$ cat src/shared/ibpc_map.vh
/*
 * constant map of the expansion bus cycle generator: register offsets,
 * field positions, reset values and cycle timing counts.
 * assumes a 40 mhz system clock and a 32-bit axi4-lite register bus.
 */
`ifndef IBPC_MAP_VH
`define IBPC_MAP_VH

// ************************************************************
// register indices and byte addresses
// ************************************************************
`define IBPC_IDX_MODE       8'h01
`define IBPC_ADDR_MODE      8'h04
`define IBPC_ADDR_CTRL      8'h10
`define IBPC_ADDR_REQ       8'h14
`define IBPC_ADDR_WDATA     8'h18
`define IBPC_ADDR_STATUS    8'h1c
`define IBPC_ADDR_RDATA     8'h20

// ************************************************************
// mode register fields
// ************************************************************
`define IBPC_MODE_INHIBIT   2
`define IBPC_MODE_LATCH     3
`define IBPC_MODE_RESET     8'h00

// ************************************************************
// control register fields (hold, clamp)
// ************************************************************
`define IBPC_CTRL_HOLD      0
`define IBPC_CTRL_CLAMP     1

// ************************************************************
// request register fields
// ************************************************************
`define IBPC_REQ_ADDR_LSB   0
`define IBPC_REQ_ADDR_MSB   23
`define IBPC_REQ_WRITE      24
`define IBPC_REQ_IO         25
`define IBPC_REQ_WORD       26
`define IBPC_REQ_WIDE       27
`define IBPC_REQ_INTERNAL   28

// ************************************************************
// cycle timing, in ns and in clock cycles
// ************************************************************
`define IBPC_CLK_NS         25
`define IBPC_SETUP_NS       50
`define IBPC_STROBE_NS      200
`define IBPC_HOLD_NS        50
`define IBPC_CYC(ns)        (((ns) + `IBPC_CLK_NS - 1) / `IBPC_CLK_NS)
`define IBPC_SETUP_CYC      `IBPC_CYC(`IBPC_SETUP_NS)
`define IBPC_STROBE_CYC     `IBPC_CYC(`IBPC_STROBE_NS)
`define IBPC_HOLD_CYC       `IBPC_CYC(`IBPC_HOLD_NS)

`endif

$ cat src/logic/ibpc_data_pins.v
/*
 * data pin driver: write data, held data and stop-clock clamp.
 * assumes the cycle engine gives write enable, latch strobe and data.
 */
`timescale 1ns/10ps
`include "ibpc_map.vh"

module ibpc_data_pins #(
   parameter DW = 16
) (
   // clock and reset
   input  wire          clk,
   input  wire          rst_n,
   input  wire          ce,
   // controls
   input  wire          hold_en,
   input  wire          clamp_en,
   input  wire          stop_clock,
   input  wire          cycle_busy,
   input  wire          drive_write,
   input  wire          latch_now,
   input  wire [DW-1:0] latch_value,
   input  wire [DW-1:0] write_value,
   // pins
   output reg  [DW-1:0] data_out,
   output reg           data_oe
);

   reg [DW-1:0] held;
   reg          held_valid;

   // ************************************************************
   // latch at end of each transfer
   // ************************************************************
   always @(posedge clk or negedge rst_n) begin
      if (!rst_n) begin
         held       <= {DW{1'b0}};
         held_valid <= 1'b0;
      end else if (ce && latch_now) begin
         held       <= latch_value;
         held_valid <= 1'b1;
      end
   end

   // ************************************************************
   // pin drive priority
   // ************************************************************
   always @(posedge clk or negedge rst_n) begin
      if (!rst_n) begin
         data_out <= {DW{1'b0}};
         data_oe  <= 1'b0;
      end else if (ce) begin
         if (clamp_en && stop_clock) begin
            data_out <= {DW{1'b0}};
            data_oe  <= 1'b1;
         end else if (drive_write) begin
            data_out <= write_value;
            data_oe  <= 1'b1;
         end else if (hold_en && held_valid && !cycle_busy) begin
            data_out <= held;
            data_oe  <= 1'b1;
         end else begin
            data_out <= {DW{1'b0}};
            data_oe  <= 1'b0;
         end
      end
   end

endmodule // ibpc_data_pins

$ cat src/logic/ibpc_bus_cycle_generator.v
/*
 * expansion bus cycle generator with bus power saving options and an
 * axi4-lite register slave. software posts a request, the block runs
 * one 8- or 16-bit io or memory cycle on the pins, or two byte cycles for a word to an 8-bit target.
 * assumes one synchronous clock; peripheral inputs synchronous to clk.
 */
// Contract
// - inhibit mode: internal io accesses leave data pins and io strobes idle
// - inhibit mode enabled by mode register bit 2 at index 01h
// - latching mode: only needed address bits change, others keep old
// - latching mode enabled by mode register bit 3 at index 01h
// - data pins are inputs by default, driven only during writes
// - hold mode latches transfer data and drives it until next cycle
// - clamp drives data pins low during stop-clock states until exit
// - ready low from the peripheral stretches the current cycle
// - io write: device drives data while io write strobe is low
// - memory read: memory read strobe low while memory drives data
// - memory write: device drives data with memory write strobe low
// - both 8-bit and 16-bit expansion cycles are generated
// - latching io cycles keep upper address bits instead of low
// - word access to 8-bit target becomes two low-lane byte transfers
`timescale 1ns/10ps
`include "ibpc_map.vh"

module ibpc_bus_cycle_generator #(
   parameter AW = 24,
   parameter DW = 16
) (
   // clock and reset
   input  wire          clk,
   input  wire          resetn,
   input  wire          ce,
   // axi4-lite slave
   input  wire [7:0]    s_axi_awaddr,
   input  wire          s_axi_awvalid,
   output wire          s_axi_awready,
   input  wire [31:0]   s_axi_wdata,
   input  wire [3:0]    s_axi_wstrb,
   input  wire          s_axi_wvalid,
   output wire          s_axi_wready,
   output reg  [1:0]    s_axi_bresp,
   output reg           s_axi_bvalid,
   input  wire          s_axi_bready,
   input  wire [7:0]    s_axi_araddr,
   input  wire          s_axi_arvalid,
   output wire          s_axi_arready,
   output reg  [31:0]   s_axi_rdata,
   output reg  [1:0]    s_axi_rresp,
   output reg           s_axi_rvalid,
   input  wire          s_axi_rready,
   // power state
   input  wire          stop_clock,
   // expansion bus pins
   output reg  [AW-1:0] addr,
   input  wire [DW-1:0] data_in,
   output wire [DW-1:0] data_out,
   output wire          data_oe,
   output reg           io_read_strobe_n,
   output reg           io_write_strobe_n,
   output reg           mem_read_strobe_n,
   output reg           mem_write_strobe_n,
   input  wire          channel_ready
);

   localparam ST_IDLE  = 3'd0;
   localparam ST_SETUP = 3'd1;
   localparam ST_STRB  = 3'd2;
   localparam ST_HOLD  = 3'd3;
   localparam ST_NEXT  = 3'd4;
   localparam ST_INT   = 3'd5;
   localparam [7:0] SETUP_CYC  = `IBPC_SETUP_CYC;
   localparam [7:0] STROBE_CYC = `IBPC_STROBE_CYC;
   localparam [7:0] HOLD_CYC   = `IBPC_HOLD_CYC;

   // ************************************************************
   // reset release
   // ************************************************************
   reg [1:0] rst_sync;
   wire      rst_n = rst_sync[1];
   always @(posedge clk or negedge resetn) begin
      if (!resetn)
         rst_sync <= 2'b00;
      else
         rst_sync <= {rst_sync[0], 1'b1};
   end

   // ************************************************************
   // registers
   // ************************************************************
   reg [7:0]    mode;
   reg [1:0]    ctrl;
   reg [31:0]   req;
   reg [DW-1:0] wdata;
   reg [DW-1:0] rdata;
   reg          busy;
   reg          done;
   reg          aw_held;
   reg          w_held;
   reg [7:0]    aw_addr;
   reg [31:0]   w_data;
   reg [2:0]    state;
   reg [7:0]    count;
   reg          second;
   reg          drive_write;
   wire latch_now = (state == ST_STRB) && (count <= 8'h01) && channel_ready;
   reg          start;

   wire inhibit = mode[`IBPC_MODE_INHIBIT];
   wire latching = mode[`IBPC_MODE_LATCH];
   wire r_write = req[`IBPC_REQ_WRITE];
   wire r_io = req[`IBPC_REQ_IO];
   wire r_word = req[`IBPC_REQ_WORD];
   wire r_wide = req[`IBPC_REQ_WIDE];
   wire [AW-1:0] r_addr = req[`IBPC_REQ_ADDR_MSB:`IBPC_REQ_ADDR_LSB];
   wire split = r_word && !r_wide;

   assign s_axi_awready = !aw_held && !s_axi_bvalid;
   assign s_axi_wready  = !w_held && !s_axi_bvalid;
   assign s_axi_arready = !s_axi_rvalid;

   function mapped;
      input [7:0] a;
      begin
         mapped = (a == `IBPC_ADDR_MODE) || (a == `IBPC_ADDR_CTRL) ||
                  (a == `IBPC_ADDR_REQ) || (a == `IBPC_ADDR_WDATA) ||
                  (a == `IBPC_ADDR_STATUS) || (a == `IBPC_ADDR_RDATA);
      end
   endfunction

   // ************************************************************
   // axi write side
   // ************************************************************
   wire aw_now = aw_held || (s_axi_awvalid && s_axi_awready);
   wire w_now = w_held || (s_axi_wvalid && s_axi_wready);
   wire [7:0] wa = aw_held ? aw_addr : s_axi_awaddr;
   wire [31:0] wd = w_held ? w_data : s_axi_wdata;
   wire do_write = aw_now && w_now && !s_axi_bvalid;

   always @(posedge clk or negedge rst_n) begin
      if (!rst_n) begin
         aw_held      <= 1'b0;
         w_held       <= 1'b0;
         aw_addr      <= 8'h00;
         w_data       <= 32'h0000_0000;
         s_axi_bvalid <= 1'b0;
         s_axi_bresp  <= 2'b00;
         mode         <= `IBPC_MODE_RESET;
         ctrl         <= 2'b00;
         req          <= 32'h0000_0000;
         wdata        <= {DW{1'b0}};
         start        <= 1'b0;
      end else if (ce) begin
         start <= 1'b0;
         if (s_axi_bvalid && s_axi_bready)
            s_axi_bvalid <= 1'b0;
         if (do_write) begin
            aw_held      <= 1'b0;
            w_held       <= 1'b0;
            s_axi_bvalid <= 1'b1;
            s_axi_bresp  <= mapped(wa) ? 2'b00 : 2'b10;
            if (wa == `IBPC_ADDR_MODE && s_axi_wstrb[0])
               mode <= wd[7:0];
            if (wa == `IBPC_ADDR_CTRL && s_axi_wstrb[0])
               ctrl <= wd[1:0];
            if (wa == `IBPC_ADDR_WDATA)
               wdata <= wd[DW-1:0];
            if (wa == `IBPC_ADDR_REQ && !busy) begin
               req   <= wd;
               start <= 1'b1;
            end
         end else begin
            if (s_axi_awvalid && s_axi_awready) begin
               aw_held <= 1'b1;
               aw_addr <= s_axi_awaddr;
            end
            if (s_axi_wvalid && s_axi_wready) begin
               w_held <= 1'b1;
               w_data <= s_axi_wdata;
            end
         end
      end
   end

   // ************************************************************
   // axi read side
   // ************************************************************
   always @(posedge clk or negedge rst_n) begin
      if (!rst_n) begin
         s_axi_rvalid <= 1'b0;
         s_axi_rdata  <= 32'h0000_0000;
         s_axi_rresp  <= 2'b00;
      end else if (ce) begin
         if (s_axi_rvalid && s_axi_rready)
            s_axi_rvalid <= 1'b0;
         else if (s_axi_arvalid && s_axi_arready) begin
            s_axi_rvalid <= 1'b1;
            s_axi_rresp  <= mapped(s_axi_araddr) ? 2'b00 : 2'b10;
            case (s_axi_araddr)
               `IBPC_ADDR_MODE:   s_axi_rdata <= {24'h000000, mode};
               `IBPC_ADDR_CTRL:   s_axi_rdata <= {30'h0, ctrl};
               `IBPC_ADDR_REQ:    s_axi_rdata <= req;
               `IBPC_ADDR_WDATA:  s_axi_rdata <= {16'h0000, wdata};
               `IBPC_ADDR_STATUS: s_axi_rdata <= {30'h0, done, busy};
               `IBPC_ADDR_RDATA:  s_axi_rdata <= {16'h0000, rdata};
               default:           s_axi_rdata <= 32'h0000_0000;
            endcase
         end
      end
   end

   // ************************************************************
   // cycle engine
   // ************************************************************
   wire lane_hi = !split && !r_word && r_addr[0] && r_wide;
   wire [AW-1:0] cyc_addr = split ? {r_addr[AW-1:1], second} : r_addr;
   wire [DW-1:0] wr_lane = split ? (second ? {8'h00, wdata[15:8]}
                                           : {8'h00, wdata[7:0]})
                         : (lane_hi ? {wdata[7:0], 8'h00} : wdata);

   always @(posedge clk or negedge rst_n) begin
      if (!rst_n) begin
         state              <= ST_IDLE;
         count              <= 8'h00;
         second             <= 1'b0;
         busy               <= 1'b0;
         done               <= 1'b0;
         rdata              <= {DW{1'b0}};
         addr               <= {AW{1'b0}};
         drive_write        <= 1'b0;
         io_read_strobe_n   <= 1'b1;
         io_write_strobe_n  <= 1'b1;
         mem_read_strobe_n  <= 1'b1;
         mem_write_strobe_n <= 1'b1;
      end else if (ce) begin
         case (state)
            ST_IDLE: begin
               if (start) begin
                  busy   <= 1'b1;
                  done   <= 1'b0;
                  second <= 1'b0;
                  if (r_io && req[`IBPC_REQ_INTERNAL] && inhibit)
                     state <= ST_INT;
                  else
                     state <= ST_NEXT;
               end
            end
            ST_NEXT: begin
               if (latching && r_io)
                  addr <= {addr[AW-1:16], cyc_addr[15:0]};
               else if (latching)
                  addr <= {cyc_addr[AW-1:1],
                           split ? second : cyc_addr[0]};
               else if (r_io)
                  addr <= {{(AW-16){1'b0}}, cyc_addr[15:0]};
               else
                  addr <= cyc_addr;
               drive_write <= r_write;
               count <= SETUP_CYC;
               state <= ST_SETUP;
            end
            ST_SETUP: begin
               if (count > 8'h01)
                  count <= count - 8'h01;
               else begin
                  io_read_strobe_n   <= !(r_io && !r_write);
                  io_write_strobe_n  <= !(r_io && r_write);
                  mem_read_strobe_n  <= !(!r_io && !r_write);
                  mem_write_strobe_n <= !(!r_io && r_write);
                  count <= STROBE_CYC;
                  state <= ST_STRB;
               end
            end
            ST_STRB: begin
               if (count > 8'h01)
                  count <= count - 8'h01;
               else if (channel_ready) begin
                  io_read_strobe_n   <= 1'b1;
                  io_write_strobe_n  <= 1'b1;
                  mem_read_strobe_n  <= 1'b1;
                  mem_write_strobe_n <= 1'b1;
                  if (!r_write) begin
                     if (split && second)
                        rdata[15:8] <= data_in[7:0];
                     else if (split || (!r_word && !lane_hi))
                        rdata <= {8'h00, data_in[7:0]};
                     else if (lane_hi)
                        rdata <= {8'h00, data_in[15:8]};
                     else
                        rdata <= data_in;
                  end
                  count <= HOLD_CYC;
                  state <= ST_HOLD;
               end
            end
            ST_HOLD: begin
               if (count > 8'h01)
                  count <= count - 8'h01;
               else begin
                  drive_write <= 1'b0;
                  if (split && !second) begin
                     second <= 1'b1;
                     state  <= ST_NEXT;
                  end else begin
                     busy  <= 1'b0;
                     done  <= 1'b1;
                     state <= ST_IDLE;
                  end
               end
            end
            ST_INT: begin
               busy  <= 1'b0;
               done  <= 1'b1;
               state <= ST_IDLE;
            end
            default: state <= ST_IDLE;
         endcase
      end
   end

   // ************************************************************
   // data pins
   // ************************************************************
   wire [DW-1:0] latch_value = r_write ? wr_lane : data_in;

   ibpc_data_pins #(
      .DW (DW)
   ) u_data (
      .clk         (clk),
      .rst_n       (rst_n),
      .ce          (ce),
      .hold_en     (ctrl[`IBPC_CTRL_HOLD]),
      .clamp_en    (ctrl[`IBPC_CTRL_CLAMP]),
      .stop_clock  (stop_clock),
      .cycle_busy  (busy && state != ST_INT),
      .drive_write (drive_write),
      .latch_now   (latch_now),
      .latch_value (latch_value),
      .write_value (wr_lane),
      .data_out    (data_out),
      .data_oe     (data_oe)
   );

endmodule // ibpc_bus_cycle_generator

$ cat config.mk
export PLATFORM = sky130hd
export DESIGN_NAME = ibpc_bus_cycle_generator
export DESIGN_NICKNAME = d
export VERILOG_FILES = /design/src/logic/ibpc_data_pins.v /design/src/logic/ibpc_bus_cycle_generator.v
export VERILOG_INCLUDE_DIRS = /design/src /design/src/shared
export SDC_FILE = /design/constraint.sdc
export NUM_CORES = 1
export LEC_CHECK = 0
export BUFFER_PORTS_ARGS = -buffer_cell sky130_fd_sc_hd__buf_2
export CORE_MARGIN = 2
export CORE_UTILIZATION = 55
export CTS_CLUSTER_DIAMETER = 60
export DETAILED_ROUTE_END_ITERATION = 10
export GPL_TIMING_DRIVEN = 0
export HOLD_SLACK_MARGIN = 0.15
export PLACE_DENSITY = 0.77
export SKIP_LAST_GASP = 1
export SLEW_MARGIN = 20
export SYNTH_ARGS = -nofsm -noshare
export SYNTH_HDL_FRONTEND = slang
export SYNTH_SLANG_ARGS = --single-unit
$ cat constraint.sdc
create_clock -name clk -period 8.6 [get_ports clk]
set_input_delay 1.72 -clock clk [delete_from_list [all_inputs] [get_ports clk]]
set_output_delay 1.72 -clock clk [all_outputs]
set_load 0.05 [all_outputs]
-- After elaboration in Yosys (flattened, before gate mapping)
Cells that the tools add are included.
- register bits after elaboration: 234
- bits in latches: 0
- memory bits (writable): 0
- memory bits (read-only): 0
- bits of input ports: 78
- logic and storage cells: 233
- memories kept: 0
- $add $sub $neg: 1
- $mul: 0
- divide/modulo/power cells: 0
- $lt $le $gt $ge: 2
- equality and inequality tests: 27
- shift operators: 0
- multiplexer cells: 69
- bitwise gates (word level): 6
- reduce and logical (&&, ||, !) cells: 95
- operator list (operator ; count):
    $pmux 32 s6 ; 1
    $mux 16 ; 9
    $eq 8x5->1 const B ; 8
    $mux 8 ; 7
    $mux 24 ; 2
    $logic_and 1x1->1 ; 33
    $mux 32 ; 1
    $pmux 8 s4 ; 1
    $mux 1 ; 31
    $reduce_and 3->1 ; 9
    $reduce_and 5->1 ; 4
    $mux 3 ; 6
    $logic_not 1->1 ; 17
    $eq 8x3->1 const B ; 2
    $eq 8x6->1 const B ; 2
    $ne 2x2->1 const B ; 8
    $pmux 3 s5 ; 1
    $reduce_bool 2->1 ; 7
    $logic_or 1x1->1 ; 13
    $pmux 1 s2 ; 6
    $reduce_and 2->1 ; 6
    $reduce_and 6->1 ; 2
    $gt 8x1->1 const B ; 1
    $le 8x1->1 const B ; 1
    other kinds (13) ; 22

-- Depth between registers and ports, before layout
- word-level depth: 11
- gate-level depth with buffers: 9
- depth with buffers taken out: 6

-- Hierarchy
A second synthesis with hierarchy kept.
- cell total of the unflattened synthesis: 970
- area, all modules: 10676.5 sq um
- modules (own cells, without submodules) (module ; times used ; cells an instance ; area an instance (sq um)):
    ibpc_bus_cycle_generator ; 1 ; 858 ; 9153.8
    ibpc_data_pins ; 1 ; 112 ; 1522.7

-- Least setup slack after synthesis
No wires, ideal clock.
- path type: input port to flip-flop
- from: input port s_axi_awaddr[5]
- to: register req[23]
- data arrival time: 3223 ps
- required time: 8475 ps
- setup slack: 5251 ps
- cell stages on the path: 6
- path buffers: 2
- path through: nor4_4 o22ai_2 or4_1 buf_6 buf_8 mux2_4
- longest elaborated chain between the ends: 4
- RTL lines (item ; line ; text):
    start, declared ; ibpc_bus_cycle_generator.v:34 ; input wire [7:0] s_axi_awaddr,
    $mux 8 ; ibpc_bus_cycle_generator.v:135 ; wire [7:0] wa = aw_held ? aw_addr : s_axi_awaddr;
    $eq 8x5->1 (no source line) ; -- ;
    $logic_and 1x1->1 ; ibpc_bus_cycle_generator.v:167 ; if (wa == `IBPC_ADDR_REQ && !busy) begin
    $reduce_and 3->1 (no source line) ; -- ;
    end signal, assigned ; ibpc_bus_cycle_generator.v:168 ; req <= wd;
    end, declared ; ibpc_bus_cycle_generator.v:92 ; reg [31:0] req;
Every way passes these cells.
A chain may end at the register's enable or synchronous reset.

-- Worst setup path after layout
- from: register w_held
- to: output port s_axi_wready
- longest elaborated chain between the ends: 2
- RTL lines (item ; line ; text):
    start, declared ; ibpc_bus_cycle_generator.v:98 ; reg w_held;
    start signal, assigned ; ibpc_bus_cycle_generator.v:142 ; w_held <= 1'b0;
    start signal, assigned ; ibpc_bus_cycle_generator.v:158 ; w_held <= 1'b0;
    start signal, assigned ; ibpc_bus_cycle_generator.v:177 ; w_held <= 1'b1;
    $logic_not 1->1 ; ibpc_bus_cycle_generator.v:118 ; assign s_axi_wready = !w_held && !s_axi_bvalid;
    $logic_and 1x1->1 ; ibpc_bus_cycle_generator.v:118 ;
    end, declared ; ibpc_bus_cycle_generator.v:40 ; output wire s_axi_wready,
Every way passes these cells.

==> results.md <==
* Syn_area_per_cell at 12.5 um^2
* Status: complete, no violations
* Fmax at 278 MHz
* Slowest cell on crit path: buf_1
* Post-DP Area at 12400 um^2
* Hold slack at 0.263 ns
* Vias in the first global route at 8219
* Initial antenna violation count at 1
* CTS Root Cell: clkbuf_16
* Starting density of the core at 55.6%
* Asr flop ratio synth at 100%
* #FFs+latches synth at 232
* Cts hold-fix bufs at 0
* Worst Max-Slew Pin Slew at 1.05 ns
* First DRT Iteration DRCs at 910
* Total CTS buffers at 25
* Multiplexer share of the synthesized area at 20.1%
* Setup TNS Final at 0 ns
* Setup Buffers After CTS at 0
* Multi-input logic area at 4960 um^2
* Gr ovfl total at 0
* Primary FF master, synth: dfrtp_1
* Hpwl dp at 21400 um
* Global-route wire length before repair at 46100 um
* Sequential cell area at 5810 um^2
* H-tree depth at 1
* Synthesized-area fraction occupied by adder cells at 0.225%
* CTS Buffer Depth at 3
* XOR/XNOR Fraction of Synth Area at 0.0786%
* Post-synthesis compound-gate area fraction at 15.3%
* Core area at 20000 um^2
* Core Util, Final at 66.3%
* ANT nets after route at 0
* Post-Synth Simple-Gate Area at 8.60%
* Largest net degree at the start of global routing at 56
* Die W at 146 um
* Die Ht at 146 um
* Ratio of cells with drive above 1 in the final layout at 38.9%
* CTS Sinks at 232
* Worst path most repeated cell: buf_2
* Final-report setup violation count at 0
* Peak supply drop at 0.000229 V
* Wire per inst at 21.3 um
* Critical path required time at 6.88 ns
* Setup Skew at 0.00936 ns
* Period minus WS final at 3.60 ns
* Crit path kind: reg -> out
* Skew-Pair Late Insertion Delay at 0.52 ns
* CP Data Arrival Time at 1.88 ns
* Via count at 8378
* Post-route design area at 13300 um^2
* CP bufs+invs at 3
* Critical Path Max Stage Delay at 0.47 ns
* P_leak at 6.41 nW
* Yosys warns at 0
* IO Pins at 164
* Die area at 21400 um^2
* Fin. max-slew vios at 0
* Relative slew slack at 29.3%
* Max Cap Viol at 0
* Cells after Synth at 895
* GP Congestion at 0.928
* Critical path, cell by cell: buf_2 > buf_1 > nor2_1 > buf_2
* Post-route DRC at 0
* Syn-to-layout area delta at 19.2%
* Post-synth cell types at 71
* Largest family of logic cells by synthesized area: multiplexers
* Post-CTS sizing at 0
* CTS tree: yes
* Avg Vias per Cell at 6.11
* Worst hold path class: reg -> async
* Crit share post-route at 41.9%
* CP Launch Type: register
* Number of fill cells at 1509
* Number of synthesized flops with an enable pin at 0
* Fin. Hold Viols at 0
* Cell Pwr Density at 244 nW/um^2
* Global Route Usage Sum at 27.3%
* First-pass DRT Iterations at 6
* Crit. End Element: output pin
* Site row count at 52
* RSZ-0062 raised after global routing: false
* CP top delay family: buffers and inverters
* Synthesized area at 11100 um^2
* Port Buf Inserts at 158
* Final net count at 1165
* WL final at 29300 um
* CP max FO at 10
* Sequential fraction of the synthesis area at 52.1%
* Register clock-pin slew on the reported worst setup and hold paths at 0.06 ns
## per-layer routing
metal  track usage [%]  wire length, um  up-vias
met2              43.7            13600      367
met1              38.7            12500     4189
met4              7.33              888        2
met5                 0                7        -
li1                  -                -     3761
met3              5.41             2190       59
## power by group
group,internal (mW),leakage (nW),switching [mW]
Sequential,1.25,3.09,0.127
Clock,0.716,0.424,0.442
Combinational,0.312,2.89,0.393
## state kept, by name, summed over array words and instances (netlist names), 16 cells and up
name             cells
s_axi_rdata         32
w_data              32
req                 32
rdata               16
u_data.data_out     16
addr                24
wdata               16
u_data.held         16
## worst paths after layout
| check | start | cells after the start | slack [ns] | to |
|---|---|---|---|---|
| worst max register to register | state[2] | 6 | 6.02 | rdata[9] |
| max in group asynchronous | rst_sync[1] | 2 | 7.43 | addr[8] |
| worst min register to register | rst_sync[1] | 0 | 0.26 | aw_addr[7] |
| min in group clk | rst_sync[0] | 0 | 0.35 | rst_sync[1] |
| worst max-delay path | w_held | 4 | 5.00 | s_axi_wready |
| worst min-delay path | rst_sync[1] | 0 | 0.26 | aw_addr[7] |
## cells in the mapped netlist, types with 9 or more instances
cell type,n,area [um^2]
inv_1,13,48.8
nor2_1,38,143
o31ai_1,11,82.6
nand3_1,15,75.1
a31oi_1,19,119
o21ai_0,32,160
buf_2,9,45.0
nor2b_1,9,56.3
clkbuf_1,34,128
mux2_4,39,586
mux2_2,138,1550
a221o_1,10,100
nand2_1,42,158
a21oi_1,25,125
dfrtp_1,228,5710
a22oi_1,26,195
nor3_1,12,60.1
a22o_1,55,482
## logic make-up (layout without fill, tap and decap cells)
group / after synthesis / after routing
muxes: 185 / 185
DFF: 232 / 232
xor gates and xnor gates: 1 / 1
buffers and inverters: 76 / 281
other: 2 / 4
AOI/OAI and AO/OA: 226 / 226
adders and majority gates: 2 / 2
and+or+nand+nor: 171 / 171
## cell usage in the layout (no fill, tap or decap), types with 26 or more instances in the layout
cell type and count:
a22o_1 55, a22oi_1 26, mux2_2 138, o21ai_0 32
nand2_1 42, mux2_4 39, buf_2 167, clkbuf_1 38
dfrtp_1 227, nor2_1 38
## through the flow
step / std cells / setup slack, ns / total power [mW]
2_1_floorplan: 896 / 1.66 / 1.90
3_3_place_gp: 1324 / -0.771 / 2.06
3_5_place_dp: 1328 / 4.32 / 2.10
4_1_cts: 1371 / 4.86 / 3.25
5_1_grt: 1371 / 4.90 / 3.38
6_report: 1372 / 5.00 / 3.24
## cell type report
type / instances / share of cell area, %
inverter: 14 / 0.396
antenna: 1 / 0.0188
timing repair buffer: 162 / 6.78
clock inverter: 10 / 1.38
sequential: 232 / 43.8
tap: 270 / 2.54
multi-input combinational: 588 / 37.3
clock buffer: 33 / 5.24
buffer: 62 / 2.53
## worst reg2reg max path, delay by kind of cell, from the launching register on
kind	cells	cell delay, ns
mux	1	0.42
buf+inv	2	0.48
simple gates	3	1.20
flops	1	0.37
No activity file was read; power rests on OpenSTA's default activity.
